<file path="config.mk">
export PLATFORM = sky130hd
export DESIGN_NAME = eisc_top
export DESIGN_NICKNAME = d
export VERILOG_FILES = /design/src/eisc_pkg.sv /design/src/eisc_if.sv /design/src/eisc_sync.sv /design/src/eisc_top.sv
export VERILOG_INCLUDE_DIRS = /design/src
export SDC_FILE = /design/constraint.sdc
export NUM_CORES = 1
export LEC_CHECK = 0
export ABC_AREA = 1
export BUFFER_PORTS_ARGS = -buffer_cell sky130_fd_sc_hd__buf_2
export CORE_ASPECT_RATIO = 0.7
export CORE_UTILIZATION = 30
export DETAILED_ROUTE_END_ITERATION = 16
export GPL_TIMING_DRIVEN = 1
export SETUP_SLACK_MARGIN = 0.02
export SYNTH_ARGS = -nofsm -noshare
export SYNTH_HDL_FRONTEND = slang
export SYNTH_SLANG_ARGS = --single-unit
</file>
<file path="constraint.sdc">
create_clock -name clk -period 1.35 [get_ports clk]
set_input_delay 0.2025 -clock clk [delete_from_list [all_inputs] [get_ports clk]]
set_output_delay 0.2025 -clock clk [all_outputs]
set_load 0.02 [all_outputs]
</file>
<file path="src/eisc_consts.svh">
// Register offsets, field positions, reset values and counts for the low-group sense control block
`ifndef EISC_CONSTS_SVH
`define EISC_CONSTS_SVH

// ----------------------------------------------------------------
// Register offsets (byte addresses, one 32-bit word each)
// ----------------------------------------------------------------
`define EISC_OFF_SENSE_CTRL   8'h00
`define EISC_OFF_FLAG_STATUS  8'h04
`define EISC_OFF_IRQ_STATUS   8'h08
`define EISC_OFF_IRQ_MASK     8'h0c

// ----------------------------------------------------------------
// Field layout and reset values
// ----------------------------------------------------------------
`define EISC_LINES            8
`define EISC_FIELD_W          2
`define EISC_RISE_BIT         1
`define EISC_FALL_BIT         0
`define EISC_SENSE_RESET      16'h0000
`define EISC_FLAG_RESET       16'h0000
`define EISC_MASK_RESET       8'h00
`define EISC_SYNC_STAGES      3

`endif

</file>
<file path="src/eisc_pkg.sv">
// Types shared by the low-group sense control block
package eisc_pkg;
    // Sense mode encoding of one 2-bit field
    typedef enum logic [1:0] {
        EISC_LOW_LEVEL = 2'h0,
        EISC_FALL_EDGE = 2'h1,
        EISC_RISE_EDGE = 2'h2,
        EISC_BOTH_EDGE = 2'h3
    } eisc_mode_t;

    typedef logic [7:0] eisc_addr_t;
    typedef logic [31:0] eisc_data_t;
endpackage

</file>
<file path="src/eisc_if.sv">
// Interface carrying sampled pin levels from the synchroniser to the register core
`timescale 1ns/10ps
interface eisc_pin_if;
    logic [7:0] level;
    logic [7:0] prev;
    modport source (output level, output prev);
    modport sink   (input level, input prev);
endinterface

</file>
<file path="src/eisc_sync.sv">
// Three-stage pin synchroniser that reports the current and previous agreed levels
`timescale 1ns/10ps
`include "eisc_consts.svh"
module eisc_sync #(
    parameter int LINES = `EISC_LINES
) (
    // Clock and reset
    input  wire logic             clk,
    input  wire logic             reset_n,
    // Raw active-low pins
    input  wire logic [LINES-1:0] pin_n,
    // Synchronised levels
    eisc_pin_if.source            pins
);
    logic [LINES-1:0] stage1;
    logic [LINES-1:0] stage2;
    logic [LINES-1:0] stage3;
    logic [LINES-1:0] agreed;

    // Stage one is read only by stage two; pins idle high after reset
    always_ff @(posedge clk) begin
        if (!reset_n) begin
            stage1 <= '1;
            stage2 <= '1;
            stage3 <= '1;
        end else begin
            stage1 <= pin_n;
            stage2 <= stage1;
            stage3 <= stage2;
        end
    end

    // A change counts once stages two and three agree
    genvar i;
    generate
        for (i = 0; i < LINES; i++) begin : g_agree
            always_ff @(posedge clk) begin
                if (!reset_n) begin
                    agreed[i] <= 1'b1;
                end else if (stage2[i] == stage3[i]) begin
                    agreed[i] <= stage3[i];
                end
            end
        end
    endgenerate

    // Previous sample, compared with the current one for edges
    logic [LINES-1:0] prev_q;
    always_ff @(posedge clk) begin
        if (!reset_n) begin
            prev_q <= '1;
        end else begin
            prev_q <= agreed;
        end
    end

    assign pins.level = agreed;
    assign pins.prev  = prev_q;
endmodule // eisc_sync

</file>
<file path="src/eisc_top.sv">
// Low-group external interrupt sense control with request flags and interrupt output
//
// The strobed register port and the address map were decided locally.
`timescale 1ns/10ps
`include "eisc_consts.svh"
module eisc_top
    import eisc_pkg::*;
#(
    parameter int LINES = `EISC_LINES
) (
    // Clock and reset
    input  wire logic             clk,
    input  wire logic             reset_n,
    // External active-low request pins 7..0
    input  wire logic [LINES-1:0] ext_request_pin_n,
    // Register port
    input  wire eisc_pkg::eisc_addr_t addr,
    input  wire eisc_pkg::eisc_data_t wdata,
    input  wire logic             wr_en,
    input  wire logic             rd_en,
    output eisc_pkg::eisc_data_t  rdata,
    // Interrupt controller side
    output logic [LINES-1:0]      line_request,
    output logic                  irq
);
    import eisc_pkg::*;

    // ----------------------------------------------------------------
    // Pin synchronisation
    // ----------------------------------------------------------------
    eisc_pin_if pins ();

    eisc_sync #(.LINES(LINES)) u_sync (
        .clk     (clk),
        .reset_n (reset_n),
        .pin_n   (ext_request_pin_n),
        .pins    (pins.source)
    );

    // ----------------------------------------------------------------
    // Registers
    // ----------------------------------------------------------------
    logic [15:0]      low_group_sense_control;
    logic [15:0]      request_flag_status;
    logic [LINES-1:0] irq_status;
    logic [LINES-1:0] irq_mask;

    // Address decode
    wire sel_sense  = (addr == `EISC_OFF_SENSE_CTRL);
    wire sel_flag   = (addr == `EISC_OFF_FLAG_STATUS);
    wire sel_status = (addr == `EISC_OFF_IRQ_STATUS);
    wire sel_mask   = (addr == `EISC_OFF_IRQ_MASK);

    // ----------------------------------------------------------------
    // Per-line sense decode
    // ----------------------------------------------------------------
    logic [LINES-1:0] detect;
    logic [LINES-1:0] rise_sel;
    logic [LINES-1:0] fall_sel;

    // Line n uses bits 2n+1 (rise) and 2n (fall)
    genvar n;
    generate
        for (n = 0; n < LINES; n++) begin : g_line
            eisc_mode_t mode;
            wire        pin_low;
            wire        fell;
            wire        rose;
            assign rise_sel[n] = low_group_sense_control[2*n + `EISC_RISE_BIT];
            assign fall_sel[n] = low_group_sense_control[2*n + `EISC_FALL_BIT];
            assign mode        = eisc_mode_t'({rise_sel[n], fall_sel[n]});
            // Pin levels are active low; edges from successive samples
            assign pin_low = ~pins.level[n];
            assign fell    = pins.prev[n] & ~pins.level[n];
            assign rose    = ~pins.prev[n] & pins.level[n];
            // Low level, falling, rising or both
            assign detect[n] = (mode == EISC_LOW_LEVEL) ? pin_low :
                               (mode == EISC_FALL_EDGE) ? fell :
                               (mode == EISC_RISE_EDGE) ? rose :
                                                          (fell | rose);
        end
    endgenerate

    // ----------------------------------------------------------------
    // Register writes and flag updates
    // ----------------------------------------------------------------
    wire [15:0] flag_set   = {{(16-LINES){1'b0}}, detect};
    // Writing 0 clears a flag; a detection in the same cycle wins
    wire [15:0] flag_clear = (wr_en && sel_flag) ? ~wdata[15:0] : 16'h0000;
    wire [15:0] next_flag  = (request_flag_status & ~flag_clear) | flag_set;

    // Reading the status register clears it; a new event wins
    wire [LINES-1:0] status_clear = (rd_en && sel_status) ? {LINES{1'b1}} : '0;
    wire [LINES-1:0] next_status  = (irq_status & ~status_clear) | detect;

    // Sense control, fully read/write
    always_ff @(posedge clk) begin
        if (!reset_n) begin
            low_group_sense_control <= `EISC_SENSE_RESET;
        end else if (wr_en && sel_sense) begin
            low_group_sense_control <= wdata[15:0];
        end
    end

    // Request flags, lines above the low group stay zero here
    always_ff @(posedge clk) begin
        if (!reset_n) begin
            request_flag_status <= `EISC_FLAG_RESET;
        end else begin
            request_flag_status <= next_flag;
        end
    end

    // Interrupt status and mask
    always_ff @(posedge clk) begin
        if (!reset_n) begin
            irq_status <= '0;
            irq_mask   <= `EISC_MASK_RESET;
        end else begin
            irq_status <= next_status;
            if (wr_en && sel_mask) begin
                irq_mask <= wdata[LINES-1:0];
            end
        end
    end

    // ----------------------------------------------------------------
    // Read data, one cycle after the strobe; unmapped reads give zero
    // ----------------------------------------------------------------
    wire [31:0] next_rdata =
        !rd_en     ? 32'h0000_0000 :
        sel_sense  ? {16'h0000, low_group_sense_control} :
        sel_flag   ? {16'h0000, request_flag_status} :
        sel_status ? {{(32-LINES){1'b0}}, irq_status} :
        sel_mask   ? {{(32-LINES){1'b0}}, irq_mask} :
                     32'h0000_0000;

    always_ff @(posedge clk) begin
        if (!reset_n) begin
            rdata <= '0;
        end else begin
            rdata <= next_rdata;
        end
    end

    // Flags go straight to the controller; irq is a level
    assign line_request = request_flag_status[LINES-1:0];
    assign irq          = |(irq_status & irq_mask);

    // Checker view of pins and modes, rebuilt apart from the detect mux but from the same rise_sel and
    // fall_sel, so that a slip in the mux shows up here; the field offsets are checked by the field-map asserts
    wire [LINES-1:0] chk_low    = ~pins.level;
    wire [LINES-1:0] chk_fall   = pins.prev & ~pins.level;
    wire [LINES-1:0] chk_rise   = ~pins.prev & pins.level;
    wire [LINES-1:0] chk_edge   = chk_fall | chk_rise;
    wire [LINES-1:0] level_mode = ~rise_sel & ~fall_sel;
    wire [LINES-1:0] fall_mode  = ~rise_sel & fall_sel;
    wire [LINES-1:0] rise_mode  = rise_sel & ~fall_sel;
    wire [LINES-1:0] both_mode  = rise_sel & fall_sel;
    wire [LINES-1:0] want_level = level_mode & chk_low;
    wire [LINES-1:0] want_fall  = fall_mode & chk_fall;
    wire [LINES-1:0] want_rise  = rise_mode & chk_rise;
    wire [LINES-1:0] want_both  = both_mode & chk_edge;
    wire [LINES-1:0] flags_low  = request_flag_status[LINES-1:0];
    // Any request that the line's mode does not call for
    wire [LINES-1:0] stray      = detect & ~(want_level | want_fall | want_rise | want_both);
    // No register decodes the address
    wire             sel_none   = !(sel_sense || sel_flag || sel_status || sel_mask);
endmodule // eisc_top

</file>
# Yosys cells after proc, flatten, opt, wreduce, memory -nomap -nowiden
# Index checks and enable logic that the tools add are counted.
dict set report op_classes {
  n_eq_ne 27
  n_mux 30
  bitwise_logic 50
  n_reduce_logical 16
}
# op count
set op_table {}
lappend op_table {{$mux 16} 3}
lappend op_table {{$not 16->16} 2}
lappend op_table {{$mux 1} 24}
lappend op_table {{$mux 8} 3}
lappend op_table {{$not 1->1} 18}
lappend op_table {{$and 1x1->1} 16}
lappend op_table {{$and 16x16->16} 1}
lappend op_table {{$and 8x8->8} 2}
lappend op_table {{$eq 2x1->1 const B} 8}
lappend op_table {{$eq 2x2->1 const B} 8}
lappend op_table {{$eq 8x4->1 const B} 2}
lappend op_table {{$logic_not 2->1} 8}
lappend op_table {{$or 16x8->16} 1}
lappend op_table {{$eq 1x1->1} 8}
lappend op_table {{$eq 8x3->1 const B} 1}
lappend op_table {{$logic_not 8->1} 1}
lappend op_table {{$not 8->8} 1}
lappend op_table {{$or 1x1->1} 8}
lappend op_table {{$or 8x8->8} 1}
lappend op_table {{$reduce_or 8->1} 1}
lappend op_table {{$reduce_or 5->1} 1}
lappend op_table {{$logic_and 1x1->1} 4}
lappend op_table {{$reduce_and 2->1} 1}
dict set report word_totals {
  register_bits 120
  input_bits 52
  output_inout_bits 41
  word_cells 141
}

# Logic depth before layout (Yosys ltp)
# Gate-level depths: netlist of run 1.
dict set report logic_depth {
  ltp_word 7
  mapped_depth 9
  mapped_depth_nobuf 8
}

# Modules after synthesis
# A second synthesis of run 1 with hierarchy kept.
dict set report hier_totals {
  cells_unflattened 611
  area_unflattened_um2 4508.1
}
# mod instances cells_per_inst area_per_inst_um2
set modules_own_cells {}
lappend modules_own_cells {eisc_top 1 455 3241.9}
lappend modules_own_cells {eisc_sync 1 156 1266.2}

# Worst setup path after synthesis of run 1
# No wires, ideal clock.
dict set report synth_path {
  path_type {in2reg}
  start {input addr[7]}
  end {register low_group_sense_control[12]}
  setup_ns 0.113
  arrival_ns 1.030
  required_time_ns 1.237
  setup_slack_ns 0.207
  path_stages 9
  path_buffers 1
  path_cell_list {nor2_2 > nand2_2 > inv_4 > nand2_4 > nor2_8 > buf_6 > nand2_1 > nand2_1 > nor2_1}
}
dict set report synth_between {
  elab_chain_cells 2
}
# element line
set synth_rtl {}
lappend synth_rtl {{start: declaration} eisc_top.sv:17} ;# input wire eisc_pkg::eisc_addr_t addr,
lappend synth_rtl {{$logic_not 8->1 (no source line)} --}
lappend synth_rtl {{$logic_and 1x1->1} eisc_top.sv:100} ;# end else if (wr_en && sel_sense) begin
lappend synth_rtl {{end signal: assignment} eisc_top.sv:99} ;# low_group_sense_control <= `EISC_SENSE_RESET;
lappend synth_rtl {{end signal: assignment} eisc_top.sv:101} ;# low_group_sense_control <= wdata[15:0];
lappend synth_rtl {{end: declaration} eisc_top.sv:43} ;# logic [15:0] low_group_sense_control;
# Every way passes these cells.
# A chain may end at the register's enable or synchronous reset.

# Final worst setup path of run 1
dict set report layout_path {
  start {register irq_status[7]}
  end {output irq}
}
dict set report layout_between {
  elab_chain_cells 2
}
# element line
set layout_rtl {}
lappend layout_rtl {{start: declaration} eisc_top.sv:45} ;# logic [LINES-1:0] irq_status;
lappend layout_rtl {{start signal: assignment} eisc_top.sv:120} ;# irq_status <= next_status;
lappend layout_rtl {{$and 8x8->8} eisc_top.sv:148} ;# assign irq = |(irq_status & irq_mask);
lappend layout_rtl {{$reduce_or 8->1} eisc_top.sv:148}
lappend layout_rtl {{end: declaration} eisc_top.sv:24} ;# output logic irq
# Every way passes these cells.

==> results.cfg, run 1 <==
[global_routing]
grt_pass1_wl_um = 16300
global_route.overflow_total = 0
via_count_of_the_first_global_routing_pass = 3291
grt_usage_pct = 13.7
grt_start_max_net_pins = 29
initial_antenna_violation_count = 0

[place]
quantity_of_i_o_buffers_inserted_on_ports = 60
dpl_worst_slack_ns = 0.0142
gp_congestion = 0.769
hpwl_um = 7180

[detailed_routing]
route.antenna.remaining_nets = 0
post-route-drc-count = 0
detailroute.wirelength.met3_um = 541
met2WireLength_um = 3680
detailedRoute.firstIterationViolations = 243
detail_route.wirelength.met1_um = 5380
first_pass_iters = 4
vias_per_cell = 4.26
num_vias = 3628
routed.top_layer = met4
finalWirelength_um = 9680
wire_per_inst_um = 11.4

[floorplan]
core.rowCount = 36
core_region_area_um2 = 14200
io_pins = 93
die_w_um = 147
initial_utilization_pct = 31.2
die_y_um = 104
floorplan_die_area_um2 = 15300

[power]
power.ir.vdd_worst_uv = 638
cellLeakagePower_nw = 2.52
fin_total_pwr_w = 0.00610
power_density_nw_per_um2 = 1120

[clock_network]
ctsHoldBuffers = 0
htree_levels = 3
cts_num_sinks = 104
cts_tree = built
clock_tree.root_cell = sky130_fd_sc_hd__clkbuf_16
cts.reportedPaths.clkPinSlew_ns = 0.07
clock_insertion_delay_at_the_later_pin_of_the_skew_report_ns = 0.35
numCtsBuffers = 9
max-clock-path-buffers = 2

[yosys]
synth.lib_cells_used.distinct = 28
ys_warn_count = 0
synth.yosys.seq_area_share_pct = 47.0
syn_area_per_cell_um2 = 7.74
synth.top_cell.area_share_pct = 47.0
syn-cell-area_um2 = 4430
post_synth_main_area_contributors = sky130_fd_sc_hd__dfxtp_1, sky130_fd_sc_hd__nand2_1, sky130_fd_sc_hd__nor2_1
ys_seq_elements = 104
synth_largest_area_cell = sky130_fd_sc_hd__dfxtp_1
synthCells = 573

[timing]
rsz0062_at_grt = yes
drv_slew = 0
setup_viol = 1
final_period_demand_of_the_worst_path_ns = 1.52
timing.final.ws_setup_ns = -0.175
final-hold-violation-count = 0
worst_clock_skew_ns = 0.00572
achievable-frequency_mhz = 656
timing.final.crit_share_pct = 113

[setup_path]
path_cells = a22o_1, a21oi_2, nand3b_1, buf_6
path_delay_family = compound AO/OA/AOI/OAI gates
setup.worst_path.start_class = register
timing.critical_path.buf_inv = 1
cp_slowest_cell = sky130_fd_sc_hd__dfxtp_2
setup.worst_path.end_class = primary output
critPathKind = register to primary output
timing.critical_path.slowest_cell_delay_ns = 0.32
timing.critical_path.arrival_ns = 1.32
path_max_fanout = 2
required_ns = 1.15

[final_layout]
nNetsFinal = 724
area.growth.synth_to_final_pct = 22.6
final_layout_size_suffix_gt1_share_pct = 25.3
ant_cells = 0

[run]
cap_viol_max_count = 0

[hold_path]
hold_path_class = input pin to register

[status]
outcome = finished, violations left
failed_checks = negative setup slack
==> sequential cells by signal, indices dropped and copies added (netlist names) <==
| name | count |
|---|---|
| irq_status | 8 |
| u_sync.stage1 | 8 |
| u_sync.stage2 | 8 |
| low_group_sense_control | 16 |
| irq_mask | 8 |
| rdata | 16 |
| u_sync.pins.prev | 8 |
| u_sync.stage3 | 8 |
| u_sync.pins.level | 8 |
| request_flag_status | 16 |
==> metal layers <==
layer  vias to the layer above  track usage, %
met1                      1610            20.3
li1                       1927               -
met4                         0            3.98
met5                         -               0
met2                        84            18.4
met3                         7            4.36
==> cell usage in the layout, fill, tap and decap left out, types with 2 or more instances in the layout <==
master / n
sky130_fd_sc_hd__a21oi_1: 27
sky130_fd_sc_hd__a21oi_2: 7
sky130_fd_sc_hd__a22o_1: 3
sky130_fd_sc_hd__buf_12: 4
sky130_fd_sc_hd__buf_2: 59
sky130_fd_sc_hd__buf_4: 34
sky130_fd_sc_hd__clkbuf_16: 9
sky130_fd_sc_hd__conb_1: 16
sky130_fd_sc_hd__dfxtp_1: 97
sky130_fd_sc_hd__dfxtp_2: 7
sky130_fd_sc_hd__ha_1: 16
sky130_fd_sc_hd__inv_1: 54
sky130_fd_sc_hd__inv_6: 2
sky130_fd_sc_hd__nand2_1: 132
sky130_fd_sc_hd__nand2_2: 3
sky130_fd_sc_hd__nand3_1: 25
sky130_fd_sc_hd__nor2_1: 66
sky130_fd_sc_hd__nor2_2: 4
sky130_fd_sc_hd__nor2_4: 3
sky130_fd_sc_hd__nor3_1: 8
sky130_fd_sc_hd__o211ai_1: 8
sky130_fd_sc_hd__o21ai_0: 32
sky130_fd_sc_hd__o21ai_1: 7
sky130_fd_sc_hd__or2_2: 24
==> kinds of logic after synthesis <==
family,synth area share (%)
AND/OR/NAND/NOR,27.0
flip-flops,47.0
buffers and inverters,11.1
AO/OA/AOI/OAI,10.3
adder cells (fa/ha/maj),4.52
other,0.0846
==> synth_stat cells <==
cell,count
sky130_fd_sc_hd__clkbuf_1,7
sky130_fd_sc_hd__a22o_1,3
sky130_fd_sc_hd__or2_1,1
sky130_fd_sc_hd__or2_2,24
sky130_fd_sc_hd__conb_1,1
sky130_fd_sc_hd__nor3_1,8
sky130_fd_sc_hd__nor2_2,4
sky130_fd_sc_hd__buf_6,3
sky130_fd_sc_hd__nand2_1,132
sky130_fd_sc_hd__nand2_4,1
sky130_fd_sc_hd__nand3b_1,1
sky130_fd_sc_hd__dfxtp_1,104
sky130_fd_sc_hd__nor3_4,1
sky130_fd_sc_hd__o211ai_1,8
sky130_fd_sc_hd__nor2_4,3
sky130_fd_sc_hd__buf_4,27
sky130_fd_sc_hd__nor2_8,1
sky130_fd_sc_hd__o21ai_0,40
sky130_fd_sc_hd__inv_1,54
sky130_fd_sc_hd__inv_4,1
sky130_fd_sc_hd__nor2_1,66
sky130_fd_sc_hd__inv_2,1
sky130_fd_sc_hd__nand3_1,25
sky130_fd_sc_hd__a21oi_1,34
sky130_fd_sc_hd__buf_1,2
sky130_fd_sc_hd__ha_1,16
sky130_fd_sc_hd__buf_2,2
sky130_fd_sc_hd__nand2_2,3
==> through the flow <==
step                util, %  area (µm²)  std cells  hold slack, ns  TNS [ns]
finish                 38.3        5430        851          0.0337    -0.175
global route           38.3        5430        851          0.0196    -0.207
CTS                    38.1        5410        852          0.0185    -0.185
detailed placement     35.8        5080        835           0.390         0
global placement       35.8        5080        835           0.390         0
floorplan                 -        4490        588           0.309         0
==> layout make-up <==
class,instances,area (µm²)
clock inverter,5,63.8
sequential,104,2090
inverter,56,213
tap,190,238
timing repair buffer,98,642
multi-input combinational,387,1940
clock buffer,11,243
fill,1491,8750
==> report_power, final <==
| part | total [W] | leakage (nW) | internal (W) | switching [W] |
|---|---|---|---|---|
| registers | 0.00312 | 0.842 | 0.00310 | 0.0000176 |
| clock network | 0.00268 | 0.147 | 0.00151 | 0.00117 |
| logic | 0.000300 | 1.53 | 0.000107 | 0.000193 |
==> worst paths after layout <==
check / from / cells past startpoint / end / slack [ns]
worst max register to register: u_sync.pins.level[4] / 6 / request_flag_status[4] / 0.10
worst max-delay path: irq_status[7] / 4 / irq / -0.17
worst min register to register: u_sync.stage1[1] / 1 / u_sync.stage2[1] / 0.41
worst min-delay path: ext_request_pin_n[5] / 2 / u_sync.stage1[5] / 0.03
==> timing repair <==
action                                  CTS  global route
pin swaps                                 3             5
buffers inserted                          1             1
gates resized for setup                   7            18
endpoints found under the setup margin    4            15
Power figures use the tool's default switching activity.
==> run 2: changes to the inputs <==
--- a/config.mk
+++ b/config.mk
@@ -14,2 +14,3 @@
 export GPL_TIMING_DRIVEN = 1
+export PLACE_DENSITY = 0.6
 export SETUP_SLACK_MARGIN = 0.02
==> constraint.sdc (replaced) <==
create_clock -name clk -period 1.4 [get_ports clk]
set_input_delay 0.21 -clock clk [delete_from_list [all_inputs] [get_ports clk]]
set_output_delay 0.21 -clock clk [all_outputs]
set_load 0.05 [all_outputs]
==> run 2 against run 1 <==
Compared with the run above:
- the flow still finishes with violations (negative setup slack)
- sequential share of layout area rose by 0.73 points
- worst setup slack better by 0.031 ns
- worst hold slack gained 0.011 ns
- sequential cell count unchanged
- wire length increased by 0.64%
- global-route usage is essentially flat
- combinational power up 14%
- count of clock-buffer cells in the layout is 1 lower
- final cell count shrank 0.94%
- non-clock buffer count is 8 lower
- critical path depth stayed put
- clock power shrank 11%
- largest cell class unchanged
==> results.cfg, run 2 (synthesized netlist as in run 1, its figures left out) <==
[global_routing]
via_count_of_the_first_global_routing_pass = 3421
initial_antenna_violation_count = 0
grt_pass1_wl_um = 16600
global_route.overflow_total = 0
grt_usage_pct = 13.6
grt_start_max_net_pins = 29

[floorplan]
floorplan_die_area_um2 = 15300
core.rowCount = 36
initial_utilization_pct = 31.2
die_w_um = 147
die_y_um = 104
core_region_area_um2 = 14200
io_pins = 93

[detailed_routing]
wire_per_inst_um = 11.6
finalWirelength_um = 9740
route.antenna.remaining_nets = 0
num_vias = 3612
first_pass_iters = 4
vias_per_cell = 4.28
detailedRoute.firstIterationViolations = 167
post-route-drc-count = 0

[run]
cap_viol_max_count = 0

[setup_path]
launching_instance_or_port_of_the_critical_path = irq_mask[7]
rr_startpoint = u_sync.pins.level[6]
path_max_fanout = 2
worstReg2RegEnd = irq_status[6]
setup.worst_path.end_class = primary output
critPathCapture = irq
critPathKind = register to primary output
timing.critical_path.arrival_ns = 1.33
worst-r2r-cell-count = 6
setup.worst_path.start_class = register
required_ns = 1.19
ff2ff_setup_slack_ns = 0.12

[place]
quantity_of_i_o_buffers_inserted_on_ports = 60
gp_congestion = 0.821
hpwl_um = 7250
numPlacedInstances = 826

[timing]
final-hold-violation-count = 0
timing.final.crit_share_pct = 110
rsz0062_at_grt = yes
hold_slack_final_ns = 0.0448
drv_slew = 0
setup_viol = 1
timing.final.ws_setup_ns = -0.144
worst_clock_skew_ns = 0.00670
final_period_demand_of_the_worst_path_ns = 1.54
achievable-frequency_mhz = 648

[hold_path]
worst_hold_path.num_cells = 2
hold_path_class = input pin to register

[final_layout]
layout_common_cells = sky130_fd_sc_hd__nand2_1, sky130_fd_sc_hd__dfxtp_1, sky130_fd_sc_hd__nor2_1
sequential_cell_area_um2 = 2090
ant_cells = 0
layoutNonFillerInstCount = 843
area.growth.synth_to_final_pct = 20.2
final_layout_size_suffix_gt1_share_pct = 23.3
mostFrequentLayoutCell = sky130_fd_sc_hd__nand2_1
multiInputGateArea_um2 = 1930
largest_registers = low_group_sense_control (16), rdata (16), request_flag_status (16)
nNetsFinal = 716
fillerInstances = 1509

[clock_network]
numCtsBuffers = 9
cts_num_sinks = 104
cts_tree = built
clock_insertion_delay_at_the_later_pin_of_the_skew_report_ns = 0.34
cts.reportedPaths.clkPinSlew_ns = 0.07
htree_levels = 3
max-clock-path-buffers = 2
ctsHoldBuffers = 0
clock_tree.root_cell = sky130_fd_sc_hd__clkbuf_16

[power]
power.clock.fraction_pct = 41.6
power.internal_w = 0.00432
share_comb_of_total_power_pct = 6.0
power_switching_share_pct = 24.7
power_density_nw_per_um2 = 1080
switching_power_w = 0.00142
power.sequential.fraction_pct = 52.4
cellLeakagePower_nw = 2.46
power.ir.vdd_worst_uv = 519

[status]
failed_checks = negative setup slack
outcome = finished, violations left
## run 2: worst min path at each step
stage | start | to
2_1_floorplan | ext_request_pin_n[0] | u_sync.stage1[0]
3_3_place_gp | ext_request_pin_n[6] | u_sync.stage1[6]
3_5_place_dp | u_sync.stage1[1] | u_sync.stage2[1]
4_1_cts | ext_request_pin_n[1] | u_sync.stage1[1]
5_1_grt | ext_request_pin_n[0] | u_sync.stage1[0]
6_report | ext_request_pin_n[0] | u_sync.stage1[0]
## run 2: power by group through the flow
stage	combinational, W	sequential, W	clock (W)
finish	0.000343	0.00301	0.00239
global route	0.000376	0.00301	0.00258
CTS	0.000345	0.00301	0.00245
detailed placement	0.000344	0.00308	0
global placement	0.000343	0.00308	0
floorplan	0.000265	0.00307	0
## run 2: metrics by stage
step	setup TNS [ns]	power, W	setup WS [ns]	util [%]	area [µm²]
final	-0.144	0.00574	-0.144	37.5	5330
after global placement	0	0.00342	0.0584	35.3	5010
after CTS	-0.152	0.00580	-0.152	37.5	5320
after global routing	-0.183	0.00597	-0.183	37.5	5330
after detailed placement	0	0.00342	0.0189	35.3	5010
after floorplan	0	0.00334	0.171	-	4490
## run 2: final cells by class
type	instances	area share (%)
Sequential cell	104	39.2
Tap cell	190	4.46
Clock buffer	10	4.30
Multi-Input combinational cell	387	36.2
Inverter	56	3.99
Timing Repair Buffer	90	10.9
Clock inverter	6	0.963
## run 2: critical path, cell delays in order, from the launching register on
cell	delay (ns)
sky130_fd_sc_hd__dfxtp_2	0.32
sky130_fd_sc_hd__a22o_1	0.24
sky130_fd_sc_hd__a21oi_2	0.14
sky130_fd_sc_hd__nand3b_1	0.12
sky130_fd_sc_hd__buf_6	0.17
## run 2: what timing repair did
| action | in CTS | in global routing |
|---|---|---|
| setup buffers | 1 | 0 |
| resized for setup | 5 | 9 |
| cloned | 0 | 0 |
| endpoints found under the hold margin | 0 | 0 |
| pin swaps | 2 | 1 |
| endpoints found under the setup margin | 1 | 10 |
## run 2: metal layers
| layer | up-vias | GRT usage [%] | wire (µm) |
|---|---|---|---|
| met5 | - | 0 | 0 |
| met2 | 85 | 19.0 | 3750 |
| met3 | 8 | 3.79 | 584 |
| li1 | 1912 | - | - |
| met4 | 0 | 3.39 | 78 |
| met1 | 1607 | 20.3 | 5330 |
==> run 3: changes to the inputs <==
Settings changed: PLACE_DENSITY 0.6 to 0.55, SKIP_LAST_GASP set to 1, SYNTH_HIERARCHICAL set to 1.
==> run 3 against run 2 <==
Compared with the run above:
- the flow still finishes with violations (negative setup slack)
- worst setup slack better by 0.074 ns
- critical path depth unchanged
- clock power about the same
- register-to-register slack about the same
- first-iteration DRC count down 29%
- power up 0.10%
- combinational power up 1%
- wire length down 3.2%
==> results.cfg, run 3 <==
[status]
outcome = finished, violations left
failed_checks = negative setup slack

[yosys]
synth.top_cell.area_share_pct = 46.2
synthCells = 611
synth.yosys.seq_area_share_pct = 46.2
ys_seq_elements = 104
synth.lib_cells_used.distinct = 26
synth_largest_area_cell = sky130_fd_sc_hd__dfxtp_1
synth.cells.most_frequent = sky130_fd_sc_hd__nand2_1, sky130_fd_sc_hd__dfxtp_1, sky130_fd_sc_hd__inv_1
ys_warn_count = 6
synth_most_common_cell = sky130_fd_sc_hd__nand2_1
yosys_most_used_dff = sky130_fd_sc_hd__dfxtp_1
syn_area_per_cell_um2 = 7.38
syn-cell-area_um2 = 4510
synth_async_sr_flop_share_pct = 0
count_of_flip_flops_with_a_built_in_enable_after_synthesis = 0
post_synth_main_area_contributors = sky130_fd_sc_hd__dfxtp_1, sky130_fd_sc_hd__nand2_1, sky130_fd_sc_hd__inv_1

[floorplan]
die_w_um = 149
initial_utilization_pct = 30.7
floorplan_die_area_um2 = 15500
io_pins = 93
core_region_area_um2 = 14700
die_y_um = 105
core.rowCount = 37

[final_layout]
ant_cells = 0
mostFrequentLayoutCell = sky130_fd_sc_hd__nand2_1
nNetsFinal = 750
utilization_pct = 36.2
fillerInstances = 1575
largest_registers = low_group_sense_control (16), rdata (16), request_flag_status (16)
area.growth.synth_to_final_pct = 17.8
layout_common_cells = sky130_fd_sc_hd__nand2_1, sky130_fd_sc_hd__dfxtp_1, sky130_fd_sc_hd__inv_1
final_layout_size_suffix_gt1_share_pct = 17.6
layoutNonFillerInstCount = 881

[clock_network]
cts_tree = built
clock_tree.root_cell = sky130_fd_sc_hd__clkbuf_16
numCtsBuffers = 9
cts.reportedPaths.clkPinSlew_ns = 0.07
cts_num_sinks = 104
ctsHoldBuffers = 0
max-clock-path-buffers = 2
htree_levels = 3
clock_insertion_delay_at_the_later_pin_of_the_skew_report_ns = 0.35

[place]
gp_congestion = 0.796
numPlacedInstances = 866
hpwl_um = 7160
quantity_of_i_o_buffers_inserted_on_ports = 60

[global_routing]
via_count_of_the_first_global_routing_pass = 3401
grt_pass1_wl_um = 16300
grt_start_max_net_pins = 34
initial_antenna_violation_count = 0
global_route.overflow_total = 0
grt_usage_pct = 13.3

[detailed_routing]
detailedRoute.firstIterationViolations = 118
wire_per_inst_um = 10.7
route.antenna.remaining_nets = 0
finalWirelength_um = 9430
post-route-drc-count = 0
num_vias = 3626
vias_per_cell = 4.12
first_pass_iters = 5

[power]
cellLeakagePower_nw = 2.80
power.ir.vdd_worst_uv = 586
power_density_nw_per_um2 = 1080
fin_total_pwr_w = 0.00574

[timing]
drv_slew = 0
hold_slack_final_ns = 0.0365
worst_clock_skew_ns = 0.00759
final.setup.tns_ns = -0.0702
achievable-frequency_mhz = 680
setup_viol = 1
final-hold-violation-count = 0
final_period_demand_of_the_worst_path_ns = 1.47
rsz0062_at_grt = yes
timing.final.ws_setup_ns = -0.0702
timing.final.crit_share_pct = 105

[setup_path]
required_ns = 1.19
timing.critical_path.arrival_ns = 1.26
critPathKind = register to primary output
path_max_fanout = 3
setup.worst_path.end_class = primary output
setup.worst_path.start_class = register

[run]
cap_viol_max_count = 0

[hold_path]
hold_path_class = input pin to register
==> run 3: cell count changes after synthesis, moves of 8 or more <==
cell	before	now
sky130_fd_sc_hd__nor3_1	8	0
sky130_fd_sc_hd__o21ai_0	40	30
sky130_fd_sc_hd__inv_1	54	92
sky130_fd_sc_hd__a21oi_1	34	24
sky130_fd_sc_hd__o21ai_1	0	18
sky130_fd_sc_hd__or2_2	24	0
sky130_fd_sc_hd__nand3_1	25	17
sky130_fd_sc_hd__nand2_1	132	173
==> run 3: metrics by stage <==
stage / setup WS, ns / cell area [µm²]
2_1_floorplan: 0.228 / 4560
3_3_place_gp: 0.0183 / 5020
3_5_place_dp: 0.00868 / 5020
4_1_cts: -0.0751 / 5310
5_1_grt: -0.123 / 5310
6_report: -0.0702 / 5310
==> run 3: final timing paths <==
| path | start | end | slack, ns | depth (start not counted) |
|---|---|---|---|---|
| hold reg to reg | u_sync/stage1[1] | u_sync/stage2[1] | 0.40 | 2 |
| hold / removal | ext_request_pin_n[6] | u_sync/stage1[6] | 0.04 | 3 |
| setup / recovery | irq_status[7] | irq | -0.07 | 4 |
| setup reg to reg | u_sync/pins.level[6] | request_flag_status[6] | 0.13 | 6 |
==> run 3: metal layers <==
metal / vias to the layer above / track usage (%) / share of wire [%]
li1: 1968 / - / -
met1: 1577 / 20.0 / 56
met2: 73 / 18.6 / 37
met3: 8 / 3.41 / 6.1
met4: 0 / 3.09 / 0.91
met5: - / 0 / 0
==> run 3: kinds of logic after synthesis <==
kind of cell,Yosys count,synth area share (%)
buffers and inverters,135,14.3
and+or+nand+nor,270,24.7
adders and majority gates,16,4.44
DFF,104,46.2
other,1,0.0832
AOI/OAI and AO/OA,85,10.3
==> run 3: worst max-delay path, stage by stage (launching register included) <==
cell and delay (ns):
sky130_fd_sc_hd__dfxtp_2 0.33, sky130_fd_sc_hd__a22o_1 0.23, sky130_fd_sc_hd__nor2_1 0.10, sky130_fd_sc_hd__nand2_1 0.10, sky130_fd_sc_hd__buf_6 0.16
==> run 3: layout make-up <==
type / count / area [µm²] / area share [%]
tap: 195 / 244 / 4.59
clock buffer: 11 / 253 / 4.76
timing repair buffer: 84 / 499 / 9.40
multi-input combinational: 387 / 1840 / 34.6
clock inverter: 4 / 27.5 / 0.518
inverter: 96 / 362 / 6.81
sequential: 104 / 2090 / 39.3
==> run 3: timing repair <==
| item | in CTS | in global routing |
|---|---|---|
| pin swaps | 2 | 1 |
| setup buffers | 1 | 0 |
| endpoints found under the setup margin | 1 | 12 |
| gates resized for setup | 5 | 10 |
==> run 3: power breakdown <==
group | switching (W) | total [W] | internal, W
combinational | 0.000257 | 0.000347 | 0.0000905
clock | 0.00109 | 0.00239 | 0.00130
sequential | 0.0000153 | 0.00301 | 0.00299
total | 0.00137 | 0.00574 | 0.00438
